--- src/hdl/eepp_pkg.sv ---
// shared constants and types for the encoder eeprom programming port
`default_nettype none
package eepp_pkg;
   // *****************************************
   // clock and timing
   // *****************************************
   localparam int CLK_MHZ = 250; // core clock rate in mhz
   localparam int MODE_ENTRY_HOLD_TIME_US = 9000; // least button three hold, 9.0 ms
   localparam int MODE_ENTRY_SETUP_TIME_US = 4000; // longest wait for data pin rise, 4.0 ms
   localparam int PROG_CYCLE_TIME_US = 50000; // nonvolatile write time, 50 ms
   localparam int HOLD_CYC = MODE_ENTRY_HOLD_TIME_US * CLK_MHZ; // least time, exact
   localparam int SETUP_CYC = MODE_ENTRY_SETUP_TIME_US * CLK_MHZ; // longest time, exact
   localparam int PROG_CYC = PROG_CYCLE_TIME_US * CLK_MHZ; // write time in cycles
   // *****************************************
   // image layout
   // *****************************************
   localparam int WORD_BITS = 16; // data bits per word
   localparam int FRAME_BITS = 32; // word plus its complement
   localparam int IMAGE_BITS = 192; // total configuration bits
   localparam int IMAGE_WORDS = 12; // words in the image
   localparam int FIFO_DEPTH = 8; // words buffered ahead of the array
   localparam logic [4:0] FRAME_LAST = 5'h1f; // index of last frame bit
   localparam logic [3:0] WORDS_FULL = 4'hc; // word count of a full image
   localparam logic [7:0] VERIFY_LAST = 8'hbf; // index of last verify bit
   localparam logic [23:0] TIMER_ZERO = 24'h000000; // timer reset value
   // *****************************************
   // state types
   // *****************************************
   typedef enum logic [2:0] {ST_IDLE, ST_HOLD, ST_ARMED, ST_RX, ST_WRITE, ST_ACK, ST_VERIFY} eepp_state_e;
   typedef struct packed {
      eepp_state_e st; // sequencer state
      logic [4:0] meta; // first synchroniser stage
      logic [4:0] sync; // second synchroniser stage
      logic clk_q; // previous synchronised clock level
      logic [23:0] tmr; // mode entry timer
      logic [4:0] bitcnt; // bits received in frame
      logic [31:0] shreg; // frame shift register
      logic key_lsb; // level of button line one at entry
      logic ack_ok; // acknowledge value
      logic push_pend; // word waiting for the fifo
      logic [3:0] wptr; // words accepted this session
      logic [3:0] rptr; // words committed to the array
      logic busy; // array write in progress
      logic [23:0] wtmr; // array write timer
      logic [IMAGE_WORDS-1:0][WORD_BITS-1:0] mem; // nonvolatile array
      logic [7:0] vidx; // verify bit index
      logic verify_used; // read-back already spent
      logic dout; // data pin drive value
      logic doe; // data pin drive enable
   } eepp_core_s;
endpackage
`default_nettype wire

--- src/hdl/eepp_port.sv ---
// programming port sequencer with its word fifo
// Notes on behaviour
// - store full 192-bit serial configuration image
// - sixteen bits then complement, clocked serially
// - acknowledge bit presented after each write
// - first word triggers automatic bulk write
// - verify shifts stored bits out serially
// - verify only once, only after programming
`timescale 1ns/1ps
`default_nettype none

// *****************************************
// word fifo
// *****************************************
module eepp_fifo #(
   parameter int WIDTH = 16,
   parameter int DEPTH = 8
) (
   input wire logic ref_clk_i, // core clock
   input wire logic sys_rst_i, // synchronous reset
   input wire logic [WIDTH-1:0] in_data_i, // word to store
   input wire logic in_valid_i, // word offered
   output logic in_ready_o, // room for a word
   output logic [WIDTH-1:0] out_data_o, // oldest word
   output logic out_valid_o, // a word is held
   input wire logic out_ready_i // drain takes the word
);
   localparam int AW = $clog2(DEPTH);
   typedef struct packed {
      logic [DEPTH-1:0][WIDTH-1:0] mem; // storage
      logic [AW-1:0] wp; // write pointer
      logic [AW-1:0] rp; // read pointer
      logic [AW:0] cnt; // occupancy
   } eepp_fifo_s;
   eepp_fifo_s r, next_r;
   logic do_in, do_out;

   // handshakes come straight from occupancy
   assign in_ready_o = (r.cnt != (AW+1)'(DEPTH));
   assign out_valid_o = (r.cnt != '0);
   assign out_data_o = r.mem[r.rp];
   assign do_in = in_valid_i & in_ready_o;
   assign do_out = out_valid_o & out_ready_i;

   // pointer and storage update
   always_comb begin
      next_r = r;
      if (do_in) begin
         next_r.mem[r.wp] = in_data_i;
         next_r.wp = (r.wp == AW'(DEPTH-1)) ? '0 : r.wp + 1'b1;
      end
      if (do_out) begin
         next_r.rp = (r.rp == AW'(DEPTH-1)) ? '0 : r.rp + 1'b1;
      end
      next_r.cnt = r.cnt + (AW+1)'(do_in) - (AW+1)'(do_out);
   end

   // state register
   always_ff @(posedge ref_clk_i) begin
      if (sys_rst_i) begin
         r <= '0;
      end else begin
         r <= next_r;
      end
   end
endmodule

// *****************************************
// port sequencer
// *****************************************
module eepp_port #(
   parameter int HOLD_CYCLES = eepp_pkg::HOLD_CYC, // button three hold
   parameter int SETUP_CYCLES = eepp_pkg::SETUP_CYC, // data pin rise window
   parameter int PROG_CYCLES = eepp_pkg::PROG_CYC // array write time
) (
   input wire logic ref_clk_i, // core clock, 250 mhz
   input wire logic sys_rst_i, // synchronous reset, high
   input wire logic button_line_zero_i, // must stay low while programming
   input wire logic button_line_one_i, // first key lsb level
   input wire logic button_line_two_i, // alternate serial clock
   input wire logic button_line_three_i, // entry hold and serial clock
   input wire logic data_pin_i, // transmit-data pin level
   output logic data_pin_o, // transmit-data pin drive
   output logic data_pin_oe_o, // high while driving the pin
   output logic prog_active_o // programming mode is active
);
   import eepp_pkg::*;

   eepp_core_s r, next_r; // whole state and its next value
   logic clk_now; // synchronised serial clock
   logic clk_rise; // one cycle on its rising edge
   logic abort; // button zero seen high
   logic [IMAGE_BITS-1:0] mem_flat; // array as a bit vector
   logic fifo_in_ready; // fifo has room
   logic [WORD_BITS-1:0] fifo_out_data; // word to commit
   logic fifo_out_valid; // word waiting to commit
   logic pop; // word committed this cycle

   // either button may clock; the second sync stage is the first read
   assign clk_now = r.sync[3] | r.sync[2];
   assign clk_rise = clk_now & ~r.clk_q;
   assign abort = r.sync[0];
   assign mem_flat = r.mem;
   // array write engine drains one word per write time
   assign pop = fifo_out_valid & ~r.busy;

   assign data_pin_o = r.dout;
   assign data_pin_oe_o = r.doe;
   assign prog_active_o = (r.st == ST_RX) || (r.st == ST_WRITE) || (r.st == ST_ACK) || (r.st == ST_VERIFY);

   // words wait here while the array is busy; full fifo stalls the sequencer
   eepp_fifo #(
      .WIDTH(WORD_BITS),
      .DEPTH(FIFO_DEPTH)
   ) u_fifo (
      .ref_clk_i(ref_clk_i),
      .sys_rst_i(sys_rst_i),
      .in_data_i(r.shreg[15:0]),
      .in_valid_i(r.push_pend),
      .in_ready_o(fifo_in_ready),
      .out_data_o(fifo_out_data),
      .out_valid_o(fifo_out_valid),
      .out_ready_i(~r.busy)
   );

   // next state of the whole port
   always_comb begin
      next_r = r;
      next_r.meta = {data_pin_i, button_line_three_i, button_line_two_i, button_line_one_i, button_line_zero_i};
      next_r.sync = r.meta;
      next_r.clk_q = clk_now;
      if (pop) begin
         if (r.rptr == 4'h0) begin
            next_r.mem = '0;
         end
         next_r.mem[r.rptr] = fifo_out_data;
         next_r.rptr = r.rptr + 4'h1;
         next_r.busy = 1'b1;
         next_r.wtmr = TIMER_ZERO;
      end else if (r.busy) begin
         // write finishes after the full cycle time
         if (r.wtmr == 24'(PROG_CYCLES - 1)) begin
            next_r.busy = 1'b0;
         end else begin
            next_r.wtmr = r.wtmr + 24'h1;
         end
      end
      // fifo took the word
      if (r.push_pend && fifo_in_ready) begin
         next_r.push_pend = 1'b0;
      end
      unique case (r.st)
         ST_IDLE: begin
            // wait for button three to go high
            next_r.tmr = TIMER_ZERO;
            if (r.sync[3]) begin
               next_r.st = ST_HOLD;
            end
         end
         ST_HOLD: begin
            // button three must stay high for the hold time
            if (!r.sync[3]) begin
               next_r.st = ST_IDLE;
            end else if (r.tmr == 24'(HOLD_CYCLES - 1)) begin
               next_r.st = ST_ARMED;
               next_r.tmr = TIMER_ZERO;
            end else begin
               next_r.tmr = r.tmr + 24'h1;
            end
         end
         ST_ARMED: begin
            // data pin must rise inside the setup window
            if (r.sync[4] && !abort) begin
               next_r.st = ST_RX;
               next_r.bitcnt = 5'h0;
               next_r.wptr = 4'h0;
               next_r.rptr = 4'h0;
               next_r.verify_used = 1'b0;
               next_r.key_lsb = r.sync[1];
            end else if (r.tmr == 24'(SETUP_CYCLES)) begin
               next_r.st = ST_IDLE;
            end else begin
               next_r.tmr = r.tmr + 24'h1;
            end
         end
         ST_RX: begin
            if (abort) begin
               next_r.st = ST_IDLE;
            end else if (clk_rise) begin
               next_r.shreg = {r.sync[4], r.shreg[31:1]};
               next_r.bitcnt = r.bitcnt + 5'h1;
               if (r.bitcnt == FRAME_LAST) begin
                  next_r.ack_ok = (next_r.shreg[15:0] == ~next_r.shreg[31:16]);
                  // first word lsb must match button one level
                  if (r.wptr == 4'h0 && next_r.shreg[0] != r.key_lsb) begin
                     next_r.ack_ok = 1'b0;
                  end
                  if (next_r.ack_ok) begin
                     next_r.push_pend = 1'b1;
                     next_r.wptr = r.wptr + 4'h1;
                  end
                  next_r.st = ST_WRITE;
               end
            end
         end
         ST_WRITE: begin
            // wait until every accepted word is in the array
            if (abort) begin
               next_r.st = ST_IDLE;
            end else if (!r.push_pend && !fifo_out_valid && !r.busy && !pop) begin
               next_r.st = ST_ACK;
               next_r.dout = r.ack_ok;
               next_r.doe = 1'b1;
            end
         end
         ST_ACK: begin
            // ack is read on the next clock rise
            if (abort) begin
               next_r.st = ST_IDLE;
               next_r.doe = 1'b0;
            end else if (clk_rise) begin
               if (r.wptr == WORDS_FULL && !r.verify_used) begin
                  next_r.st = ST_VERIFY;
                  next_r.vidx = 8'h00;
                  next_r.dout = mem_flat[0];
               end else begin
                  next_r.st = ST_RX;
                  next_r.bitcnt = 5'h0;
                  next_r.doe = 1'b0;
               end
            end
         end
         ST_VERIFY: begin
            if (abort) begin
               next_r.st = ST_IDLE;
               next_r.doe = 1'b0;
               next_r.verify_used = 1'b1;
            end else if (clk_rise) begin
               if (r.vidx == VERIFY_LAST) begin
                  next_r.st = ST_IDLE;
                  next_r.doe = 1'b0;
                  next_r.verify_used = 1'b1;
               end else begin
                  next_r.vidx = r.vidx + 8'h01;
                  next_r.dout = mem_flat[r.vidx + 8'h01];
               end
            end
         end
      endcase
   end

   // state register
   always_ff @(posedge ref_clk_i) begin
      if (sys_rst_i) begin
         r <= '0;
      end else begin
         r <= next_r;
      end
   end

   // *****************************************
   // assertions
   // *****************************************
   property p_full_image;
      @(posedge ref_clk_i) disable iff (sys_rst_i)
      (r.st == ST_ACK && clk_rise && !abort && r.wptr == WORDS_FULL && !r.verify_used) |=> (r.st == ST_VERIFY);
   endproperty
   a_full_image: assert property (p_full_image) else $error("full image did not enter verify");

   property p_complement;
      @(posedge ref_clk_i) disable iff (sys_rst_i)
      $rose(r.push_pend) |-> (r.shreg[15:0] == ~r.shreg[31:16]);
   endproperty
   a_complement: assert property (p_complement) else $error("word accepted with bad complement");

   property p_ack_value;
      @(posedge ref_clk_i) disable iff (sys_rst_i)
      $rose(r.st == ST_ACK) |-> (r.doe && r.dout == r.ack_ok && !r.busy);
   endproperty
   a_ack_value: assert property (p_ack_value) else $error("acknowledge bit wrong");

   property p_bulk_write;
      @(posedge ref_clk_i) disable iff (sys_rst_i)
      (pop && r.rptr == 4'h0) |=> (r.busy && r.mem[11:1] == '0) ##1 r.busy;
   endproperty
   a_bulk_write: assert property (p_bulk_write) else $error("bulk write not started");

   property p_verify_shift;
      @(posedge ref_clk_i) disable iff (sys_rst_i)
      (r.st == ST_VERIFY && clk_rise && !abort && r.vidx != VERIFY_LAST) |=>
         (r.vidx == $past(r.vidx) + 8'h01 && r.dout == mem_flat[r.vidx]);
   endproperty
   a_verify_shift: assert property (p_verify_shift) else $error("verify bit not advanced");

   property p_verify_once;
      @(posedge ref_clk_i) disable iff (sys_rst_i)
      $rose(r.st == ST_VERIFY) |-> ($past(r.st) == ST_ACK && r.wptr == WORDS_FULL && !r.verify_used);
   endproperty
   a_verify_once: assert property (p_verify_once) else $error("verify without fresh programming");

   property p_pin_turn;
      @(posedge ref_clk_i) disable iff (sys_rst_i)
      r.doe |-> (r.st == ST_ACK || r.st == ST_VERIFY);
   endproperty
   a_pin_turn: assert property (p_pin_turn) else $error("data pin driven outside ack or verify");
endmodule

`default_nettype wire

--- config.mk ---
export PLATFORM = sky130hd
export DESIGN_NAME = eepp_port
export DESIGN_NICKNAME = d
export VERILOG_FILES = /design/src/hdl/eepp_pkg.sv /design/src/hdl/eepp_port.sv
export SDC_FILE = /design/constraint.sdc
export NUM_CORES = 1
export LEC_CHECK = 0
export ABC_CLOCK_PERIOD_IN_PS = 2880
export BUFFER_PORTS_ARGS = -buffer_cell sky130_fd_sc_hd__buf_4
export CORE_ASPECT_RATIO = 1.75
export CORE_MARGIN = 2
export CORE_UTILIZATION = 61
export DETAILED_ROUTE_END_ITERATION = 6
export GPL_TIMING_DRIVEN = 0
export PLACE_DENSITY = 0.77
export SYNTH_ARGS = -nofsm -noshare
export SYNTH_HDL_FRONTEND = slang
export SYNTH_SLANG_ARGS = --single-unit
--- constraint.sdc ---
create_clock -name ref_clk_i -period 2.88 [get_ports ref_clk_i]
set_input_delay 0.576 -clock ref_clk_i [delete_from_list [all_inputs] [get_ports ref_clk_i]]
set_output_delay 0.576 -clock ref_clk_i [all_outputs]
set_load 0.01 [all_outputs]
### After elaboration in Yosys (flattened, before gate mapping)

Index checks and enable logic that the tools add are counted.

* word-level logic and storage cells: 236
* flip-flop bits (word level): 452
* output and inout bits: 3

* multiplexer cells: 85
* add/subtract/negate cells: 10
* reduce and logical (&&, ||, !) cells: 41
* order comparisons: 6
* bitwise logic cells: 9
* eq/ne operators: 44

Operators by type and width (number)
* $mux 192: 2
* $bwmux 192: 1
* $bwmux 128: 1
* $mux 24: 5
* $mux 37: 2
* $pmux 24 s3: 1
* $demux 16 s4: 1
* $mux 3: 18
* $mux 25: 2
* $add 24x1->24 const B: 2
* $bmux 16 s3: 1
* $demux 16 s3: 1
* $mux 16: 3
* $mux 8: 6
* $mux 5: 8
* $ne 2x2->1 const B: 14
* $eq 24x20->1 const B: 1
* $eq 24x22->1 const B: 1
* $eq 24x24->1 const B: 1
* $pmux 3 s7: 1
* $reduce_and 7->1: 3
* $mux 1: 20
* $ne 3x3->1 const B: 6
* $reduce_and 9->1: 2
* other kinds (48): 92

### Depth between registers and ports, before layout

Gate-level depths: netlist of the first run.

* depth after elaboration: 12
* mapped depth: 12
* gate-level depth less buffers: 11

### Modules after synthesis

A second synthesis of the first run with hierarchy kept.

* cell total of the unflattened synthesis: 2157
* area total of the unflattened synthesis: 20557.2 sq um

By module, submodules not included
* eepp_port: area an instance 13912.1 sq um, cells an instance 1573, times used 1, seq. area each 6286.0 sq um
* eepp_fifo: area an instance 6645.1 sq um, cells an instance 584, times used 1, seq. area each 2762.6 sq um

### Least setup slack after synthesis of the first run

Ideal clock, no wire load.

* path type: register to register
* start: register r[4] (netlist bit)
* end: register r (netlist bit data_pin_o)
* period minus slack after synthesis: 2.503 ns
* stages on the path, launching flop included: 11
* path slack: 0.377 ns
* arrival: 2.387 ns
* path through: dfxtp_1 ha_1 buf_2 buf_4 buf_2 mux4_2 a211oi_1 a41oi_1 o21ai_0 o211ai_1 o211a_1

* cells in the longest elaborated chain, start to end: 7
* elaborated cells on any way between the ends: 10
* classes of those cells: 1 x add/sub; 2 x eq/ne; 6 x mux; 1 x reduce/logical

Ends and longest elaborated chain
* start, declared: line eepp_port.sv:89 `eepp_core_s r, next_r;`
* start signal, assigned: line eepp_port.sv:257 `r <= next_r;`
* $add 8x1->8: line eepp_port.sv:245 `next_r.dout = mem_flat[r.vidx + 8'h01];`
* $bmux 1 s8: line eepp_port.sv:245
* $mux 1 (not written as such): line eepp_port.sv:245
* $mux 1: line eepp_port.sv:239 `if (r.vidx == VERIFY_LAST) begin`
* $mux 11: line eepp_port.sv:238 `end else if (clk_rise) begin`
* $mux 1: line eepp_port.sv:234 `if (abort) begin`
* $pmux 2 s3: line eepp_port.sv:152 `unique case (r.st)`

Several ways; a longest one is shown, not always the timed one. The select of a mux whose other input is x is not followed.
A chain may end at the register's enable or synchronous reset.

### Final worst setup path of the first run

* start: register r[6] (netlist bit)
* end: register r (netlist bit data_pin_o)

The elaborated chain is that of the path after synthesis.

==> implementation parameters, run 1 <==
Parameter                              Value

Setup path
  Nature of the critical path endpoint ... flop
  Largest delay share family, worst path ... simple AND/OR/NAND/NOR gates
  Worst reg-to-reg setup slack ... -0.13 ns
  Length in cells of the worst reg-to-reg path ... 9
  Buffering stage count on the worst path with inverters included ... 2
  Start-to-end type of the worst setup path ... flop to flop
  Arrival time of the worst setup path ... roughly 3.5 ns
  CP peak stage delay ... between 0.6 and 0.7 ns
  Critical Path Slowest Stage Cell ... sky130_fd_sc_hd__nor3_1
  RR Startpoint ... r[6]$_SDFFE_PP0P_
  CP Max Fanout ... 9
  Chain of cells forming the critical path ... buf_2 > nand3_1 > nor3_1 > or2_1 > clkbuf_1 > a211o_1 > a211oi_1 > nor4b_2 > o211a_1
  Startpoint kind of the worst setup timing path ... flop
  End of the worst register-to-register path ... data_pin_o$_SDFFE_PP0P_
  Required arrival time at the worst endpoint ... 3.39 ns

Synth
  Primary flip-flop cell chosen by synthesis mapping ... sky130_fd_sc_hd__dfxtp_1
  Post-synthesis instance area ... 20000 um2
  Share of flip-flops with an asynchronous set or reset after synthesis ... 0%
  Largest family of logic cells by synthesized area ... simple AND/OR/NAND/NOR gates
  Simple-gate portion of the synthesized area ... 18.1%
  Compound-cell area share of the yosys netlist ... 13.7%
  Average size of a mapped cell ... 9.15 um2
  Unique masters post-synth ... 73
  Post-synthesis mux area share ... around 14%
  Number of warnings issued by yosys ... 0
  Number of instances in the synthesized netlist ... 2181
  Sequential fraction of the synthesis area ... 45.3%
  Arithmetic-cell share of the synthesized area counting full adders, half adders and majority gates ... 1.48%
  Post-synth net total ... 2211
  Fraction of synthesized cell area in xor and xnor cells ... 3.07%
  Post-synthesis sequential element count ... between 400 and 500
  Number of enable-type register cells in the synthesized netlist ... 0

Floorplanning
  Site row count ... 87
  Total core area ... 32200 um2
  Die height ... 243 um
  Top-level port count ... 10
  Die outline width ... 141 um
  Die footprint ... 34200 um2
  Initial core utilization ... 61.9%

Clock network
  Clock buffers created by TritonCTS ... 41
  Clock latency reported for the late side of the worst-skew pair ... 0.56 ns
  Clock slew seen by the registers of the worst setup and hold paths ... 0.07 ns
  CTS H-tree lvls ... 2
  Maximum count of clock buffers along a single path ... 3
  CTS Sinks ... 452
  Clock root buffer ... sky130_fd_sc_hd__clkbuf_16
  TritonCTS clock tree ... done

Drt
  Mean number of vias per cell ... 6.42
  First DRT Iteration DRCs ... around 1500
  Routed via count ... 17100
  Final WL ... around 57 mm
  Detailed-route DRC error count ... 0
  Per-cell routed wire length ... 21.4 um
  Remaining number of nets flagged by the antenna check after routing ... 0
  Number of search-and-repair iterations in the first detailed-routing pass ... 6

Placed design
  Placed Area ... 20500 um2
  Detailed placement HPWL ... 40.1 mm
  Pre-CTS WS ... -0.568 ns
  Final GP Congestion ... 0.964
  Count of input and output buffers ... 8

Timing
  Slew @ Worst Pin ... 1.02 ns
  Number of hold violations in the final report ... 0
  PnR worst setup slack ... -0.126 ns
  Minimum clock period after layout ... 3.01 ns
  Ratio of final minimum period to clock period ... 104%
  Number of pins exceeding their max-slew limit in the final report ... 0
  Endpoints failing setup ... 1
  Maximum clock frequency ... about 0.33 GHz
  Setup clock skew after layout ... 0.0227 ns
  RSZ-0062 raised after global routing ... yes
  Headroom to the max-slew limit ... 32.3%

Layout
  Synthesis-to-finish area growth ... 11.2%
  Layout cells sized above 1 ... 11.4%
  Number of antenna cells inserted ... 0
  Cell area after layout ... 22200 um2
  NumNets Final ... 2267
  Final cell utilization of the core ... between 60 and 70%

Power and ir drop
  Leak ... 7.62 nW
  Peak supply drop ... 0.000606 V
  Cell area power density ... 685 nW/um2
  Overall power of the completed layout ... 15.2 mW

GRT
  GRT Overall Usage ... between 30% and 40%
  First-pass GRT wire length ... about 90 mm
  Total grt overflow ... 0
  Vias in the first global route ... 17100
  Initial antenna violation count ... 0
  Pin count of the biggest net entering global routing ... 16

Worst hold path
  Number of cells on the worst hold path ... 2
  Worst Hold Endpoint ... next_r[303]$_SDFF_PP0_
  Beginning of the worst hold path ... button_line_two_i
  Type of the worst min-delay path ... primary input to flop

Flow run
  Max Cap Viol ... 0

Status
  Failing checks ... negative setup slack
  Run status ... finished with violations
## flip-flops by register name (all words and copies together), names as in the netlist
signal and cells:
data_pin_oe_o 1, r 114, u_fifo.r 138, mem_flat 192
next_r 5, data_pin_o 1, abort 1
## placed cells by master, fill, tap and decap left out, drive strengths merged, types with 9 or more instances in the layout
cell type  synthesis  layout
mux4              76      76
nand3             40      40
nor3              34      34
inv               28      29
a21oi            142     142
buf               49      59
ha                22      22
xnor2             28      28
nor4b              9       9
mux2i             89      89
o21ai             27      27
nor2             378     378
dfxtp            452     452
or3               14      14
a22oi            186     186
nand4             19      19
nor2b             18      18
and3              18      18
clkbuf           135     196
nand2            261     261
mux2              16      16
xor2              41      41
## worst reg2reg max path: cells and delay by family, from the launching register on
kind            cells  cell delay [ns]
buf+inv             2             0.63
compound gates      3             0.45
flops               1             0.31
simple gates        4             1.57
## how the worst max path moves through the flow
| stage | startpoint | slack, ns | cells after the start | to |
|---|---|---|---|---|
| after floorplan | r[4]$_SDFFE_PP0P_ | 0.38 | 10 | data_pin_o$_SDFFE_PP0P_ |
| after global placement | u_fifo.r[2]$_SDFF_PP0_ | -0.50 | 10 | mem_flat[31]$_SDFFE_PP0P_ |
| after detailed placement | u_fifo.r[2]$_SDFF_PP0_ | -0.57 | 10 | mem_flat[30]$_SDFFE_PP0P_ |
| after CTS | u_fifo.r[2]$_SDFF_PP0_ | 0.0003 | 10 | u_fifo.r[71]$_SDFFE_PP0P_ |
| after global routing | r[4]$_SDFFE_PP0P_ | -0.09 | 11 | data_pin_o$_SDFFE_PP0P_ |
| final | r[6]$_SDFFE_PP0P_ | -0.13 | 9 | data_pin_o$_SDFFE_PP0P_ |
## cells by family after synthesis
group,after synthesis
compound gates,411
xor+xnor,69
fa+ha+maj,23
buf+inv,213
flops,452
mux,181
simple gates,832
## stage by stage
| stage | hold slack (ns) | std cells | TNS, ns |
|---|---|---|---|
| floorplan | 0.414 | 2181 | 0 |
| global placement | 0.419 | 2589 | -42.43 |
| detailed placement | 0.431 | 2589 | -51.83 |
| CTS | 0.218 | 2666 | 0 |
| global route | 0.226 | 2668 | -0.111 |
| finish | 0.223 | 2668 | -0.126 |
## cells in the mapped netlist, drive strengths merged, types with 19 or more instances
cell type,instances,area [um2]
mux2i,89,891
nand4,19,134
a21oi,142,711
dfxtp,452,9050
clkbuf,135,507
buf,49,240
o21ai,27,135
inv,28,105
a22oi,186,1400
xnor2,28,245
xor2,41,367
nand3,40,200
ha,22,275
nor3,34,185
nor2,378,1420
nand2,261,980
mux4,76,1710
## report_power, final
group | switching (mW) | leakage (nW) | internal [mW] | total [mW]
clock network | 2.46 | 0.705 | 3.42 | 5.88
logic | 1.87 | 3.27 | 0.868 | 2.74
registers | 0.140 | 3.65 | 6.44 | 6.58
total | 4.47 | 7.62 | 10.7 | 15.2
## final cells by class
| type | instances | area (um2) |
|---|---|---|
| buffer | 184 | 851 |
| tap | 400 | 500 |
| clock inverter | 16 | 216 |
| timing repair buffer | 13 | 97.6 |
| sequential | 452 | 9050 |
| clock buffer | 58 | 1220 |
| multi-input combinational | 1516 | 10100 |
| fill | 2500 | 10000 |
| inverter | 29 | 113 |
## layer usage
metal | routed length [um] | up-vias | track usage [%]
li1 | - | 7780 | -
met1 | 19400 | 8299 | 33.6
met2 | 29000 | 744 | 59.0
met3 | 3600 | 310 | 5.40
met4 | 5260 | 0 | 26.0
met5 | 0 | - | 0
## repair_timing
item                       CTS  global route
hold buffers                 0             0
pin swaps                    2             1
setup buffers                3             2
resized for setup           33            29
setup endpoints to repair  189           117
Power figures use the tool's default switching activity.
==> inputs of run 2 (changes only) <==
--- a/config.mk
+++ b/config.mk
@@ -11,7 +11,7 @@
 export CORE_MARGIN = 2
 export CORE_UTILIZATION = 61
 export DETAILED_ROUTE_END_ITERATION = 6
-export GPL_TIMING_DRIVEN = 0
+export GPL_TIMING_DRIVEN = 1
 export PLACE_DENSITY = 0.77
 export SYNTH_ARGS = -nofsm -noshare
 export SYNTH_HDL_FRONTEND = slang
==> constraint.sdc (replaced) <==
create_clock -name ref_clk_i -period 2.88 [get_ports ref_clk_i]
set_input_delay 0.288 -clock ref_clk_i [delete_from_list [all_inputs] [get_ports ref_clk_i]]
set_output_delay 0.288 -clock ref_clk_i [all_outputs]
set_load 0.01 [all_outputs]
==> run 2 against run 1 <==
Compared with the run above: the run now ends clean; wire length is 9.2% lower; via count shrank 5.6%; critical path depth rose by 1; clock power down 1%; combinational power fell by 7.7%; worst setup slack improved by 0.37 ns; total power shrank 1.7%; count of clock-buffer cells in the layout fell by 1.
==> implementation parameters, run 2 (synthesis gave the netlist of run 1 again) <==
Parameter                              Value

Flow run
  Max Cap Viol ... 0 (unchanged)

Worst hold path
  Worst Hold Endpoint ... r[311]$_SDFFE_PP0P_ (was next_r[303]$_SDFF_PP0_)
  Type of the worst min-delay path ... primary input to flop (unchanged)
  Number of cells on the worst hold path ... 4 (was 2)
  Beginning of the worst hold path ... sys_rst_i (was button_line_two_i)

Floorplanning
  Total core area ... 32200 um2 (unchanged)
  Initial core utilization ... 61.9% (unchanged)
  Die height ... 243 um (unchanged)
  Die outline width ... 141 um (unchanged)
  Top-level port count ... 10 (unchanged)
  Die footprint ... 34200 um2 (unchanged)
  Site row count ... 87 (unchanged)

Power and ir drop
  Peak supply drop ... 0.000588 V (was 0.000606 V)
  Overall power of the completed layout ... 14.9 mW (was 15.2 mW)
  Leak ... 7.59 nW (was 7.62 nW)
  Cell area power density ... 681 nW/um2 (was 685 nW/um2)

Layout
  NumNets Final ... 2152 (was 2267)
  Most common library cell in the layout ignoring fill and taps ... sky130_fd_sc_hd__dfxtp_1 (unchanged)
  Synthesis-to-finish area growth ... 9.94% (was 11.2%)
  Max reg flops ... 192 (unchanged)
  Layout cells sized above 1 ... 12.5% (was 11.4%)
  Most frequent cells in the layout ... sky130_fd_sc_hd__dfxtp_1 (451), sky130_fd_sc_hd__nor2_1 (371), sky130_fd_sc_hd__nand2_1 (261) (was sky130_fd_sc_hd__dfxtp_1 (451), sky130_fd_sc_hd__nor2_1 (374), sky130_fd_sc_hd__nand2_1 (260))
  Number of antenna cells inserted ... 0 (unchanged)

GRT
  GRT Overall Usage ... 30.3% (was 32.9%)
  Initial antenna violation count ... 0 (unchanged)
  Total grt overflow ... 0 (unchanged)
  Pin count of the biggest net entering global routing ... 210 (was 16)
  First-pass GRT wire length ... 83.2 mm (was 88.9 mm)
  Vias in the first global route ... 16000 (was 17100)

Setup path
  CP peak stage delay ... 0.42 ns (was 0.67 ns)
  Worst reg-to-reg setup slack ... 0.25 ns (was -0.13 ns)
  Required arrival time at the worst endpoint ... 3.29 ns (was 3.39 ns)
  Length in cells of the worst reg-to-reg path ... 10 (was 9)
  Critical Path Slowest Stage Cell ... sky130_fd_sc_hd__a21o_1 (was sky130_fd_sc_hd__nor3_1)
  End of the worst register-to-register path ... u_fifo.r[2]$_SDFF_PP0_ (was data_pin_o$_SDFFE_PP0P_)
  Startpoint kind of the worst setup timing path ... flop (unchanged)
  Nature of the critical path endpoint ... flop (unchanged)
  Chain of cells forming the critical path ... nor2_1 > a21o_1 > clkinv_1 > ha_1 > inv_1 > ha_1 > inv_1 > fa_1 > xor2_1 > nor2_1 (was buf_2 > nand3_1 > nor3_1 > or2_1 > clkbuf_1 > a211o_1 > a211oi_1 > nor4b_2 > o211a_1)
  Arrival time of the worst setup path ... 3.04 ns (was 3.52 ns)
  Total number of cells along the worst setup path ... 10 (was 9)
  RR Startpoint ... u_fifo.r[1]$_SDFF_PP0_ (was r[6]$_SDFFE_PP0P_)
  Largest delay share family, worst path ... adder cells (was simple AND/OR/NAND/NOR gates)
  Buffering stage count on the worst path with inverters included ... 3 (was 2)
  CP Max Fanout ... 9 (unchanged)
  Start-to-end type of the worst setup path ... flop to flop (unchanged)

Timing
  Headroom to the max-slew limit ... 29.1% (was 32.3%)
  RSZ-0062 raised after global routing ... no (was yes)
  Slew @ Worst Pin ... 1.06 ns (was 1.02 ns)
  Number of pins exceeding their max-slew limit in the final report ... 0 (unchanged)
  Minimum clock period after layout ... 2.63 ns (was 3.01 ns)
  Setup TNS ... 0 ns (was -0.126 ns)
  Ratio of final minimum period to clock period ... 91.4% (was 104%)
  Setup clock skew after layout ... 0.0205 ns (was 0.0227 ns)
  Maximum clock frequency ... 0.380 GHz (was 0.333 GHz)
  Worst slack on hold paths ... 0.177 ns (was 0.223 ns)
  Number of hold violations in the final report ... 0 (unchanged)
  Endpoints failing setup ... 0 (was 1)

Placed design
  Detailed placement HPWL ... 32.7 mm (was 40.1 mm)
  Final GP Congestion ... 0.902 (was 0.964)
  Count of input and output buffers ... 9 (was 8)

Clock network
  CTS Sinks ... 452 (unchanged)
  Clock slew seen by the registers of the worst setup and hold paths ... 0.07 ns (about the same)
  CTS H-tree lvls ... 2 (unchanged)
  Clock buffers created by TritonCTS ... 41 (unchanged)
  Number of buffers added for setup after CTS ... 0 (was 3)
  Maximum count of clock buffers along a single path ... 3 (unchanged)
  Clock root buffer ... sky130_fd_sc_hd__clkbuf_16 (unchanged)
  Clock latency reported for the late side of the worst-skew pair ... 0.56 ns (about the same)
  TritonCTS clock tree ... done (unchanged)

Drt
  Number of search-and-repair iterations in the first detailed-routing pass ... 7 (was 6)
  Detailed-route DRC error count ... 0 (unchanged)
  Final WL ... 51.9 mm (was 57.2 mm)
  Per-cell routed wire length ... 20.3 um (was 21.4 um)
  Remaining number of nets flagged by the antenna check after routing ... 0 (unchanged)
  Mean number of vias per cell ... 6.34 (was 6.42)
  Routed via count ... 16200 (was 17100)
  First DRT Iteration DRCs ... 1517 (was 1513)

Status
  Run status ... completed (was finished with violations)
[run 2: changes by cell type in the layout (fill, tap and decap cells not counted), sizes merged]
| cell | change |
|---|---|
| buf | +18 |
| bufinv | +1 |
| clkbuf | -139 |
| clkinv | +3 |
| clkinvlp | -3 |
| dlygate4sd3 | +5 |
[run 2: per-layer routing]
layer | up-vias | track usage, % | share of wire, %
met2 | 641 | 53.8 | 51
met5 | - | 0 | 0
met4 | 0 | 18.1 | 6.3
met3 | 226 | 4.89 | 6.5
met1 | 7787 | 33.7 | 36
li1 | 7524 | - | -
[run 2: what timing repair did]
item	4_1_cts	5_1_grt
hold buffers	5	0
gates resized for setup	0	6
endpoints found under the setup margin	0	63
endpoints found under the hold margin	5	0
[run 2: metrics by stage]
stage / util (%) / cells / area, um2 / setup WS, ns
after detailed placement: 63.5 / 2474 / 20500 / 0.225
final: 68.1 / 2553 / 21900 / 0.249
after global routing: 68.1 / 2553 / 21900 / 0.0209
after CTS: 68.0 / 2553 / 21900 / 0.161
after global placement: 63.5 / 2474 / 20500 / 0.306
after floorplan: - / 2181 / 20000 / 0.377
[run 2: layout make-up]
type | count | area, um2
fill | 2477 | 10300
multi-input combinational | 1516 | 10100
clock inverter | 17 | 245
tap | 400 | 500
timing repair buffer | 82 | 723
sequential | 452 | 9050
inverter | 29 | 109
clock buffer | 57 | 1180
[run 2: worst max path at each step]
| stage | startpoint | end |
|---|---|---|
| global route | u_fifo.r[1]$_SDFF_PP0_ | mem_flat[175]$_SDFFE_PP0P_ |
| global placement | r[4]$_SDFFE_PP0P_ | data_pin_o$_SDFFE_PP0P_ |
| detailed placement | u_fifo.r[1]$_SDFF_PP0_ | mem_flat[100]$_SDFFE_PP0P_ |
| finish | u_fifo.r[1]$_SDFF_PP0_ | u_fifo.r[2]$_SDFF_PP0_ |
| CTS | u_fifo.r[1]$_SDFF_PP0_ | mem_flat[113]$_SDFFE_PP0P_ |
| floorplan | r[4]$_SDFFE_PP0P_ | data_pin_o$_SDFFE_PP0P_ |
[run 2: tightest hold or removal path: stages]
cell and delay (ns):
sky130_fd_sc_hd__buf_8 0.09, sky130_fd_sc_hd__inv_1 0.12, sky130_fd_sc_hd__o211ai_1 0.12, sky130_fd_sc_hd__o21bai_1 0.06
[run 2: report_power, final]
| part | internal, mW | switching [mW] | leakage (nW) |
|---|---|---|---|
| Clock | 3.41 | 2.40 | 0.701 |
| Sequential | 6.45 | 0.144 | 3.65 |
| Combinational | 0.794 | 1.74 | 3.25 |
| Total | 10.6 | 4.28 | 7.59 |
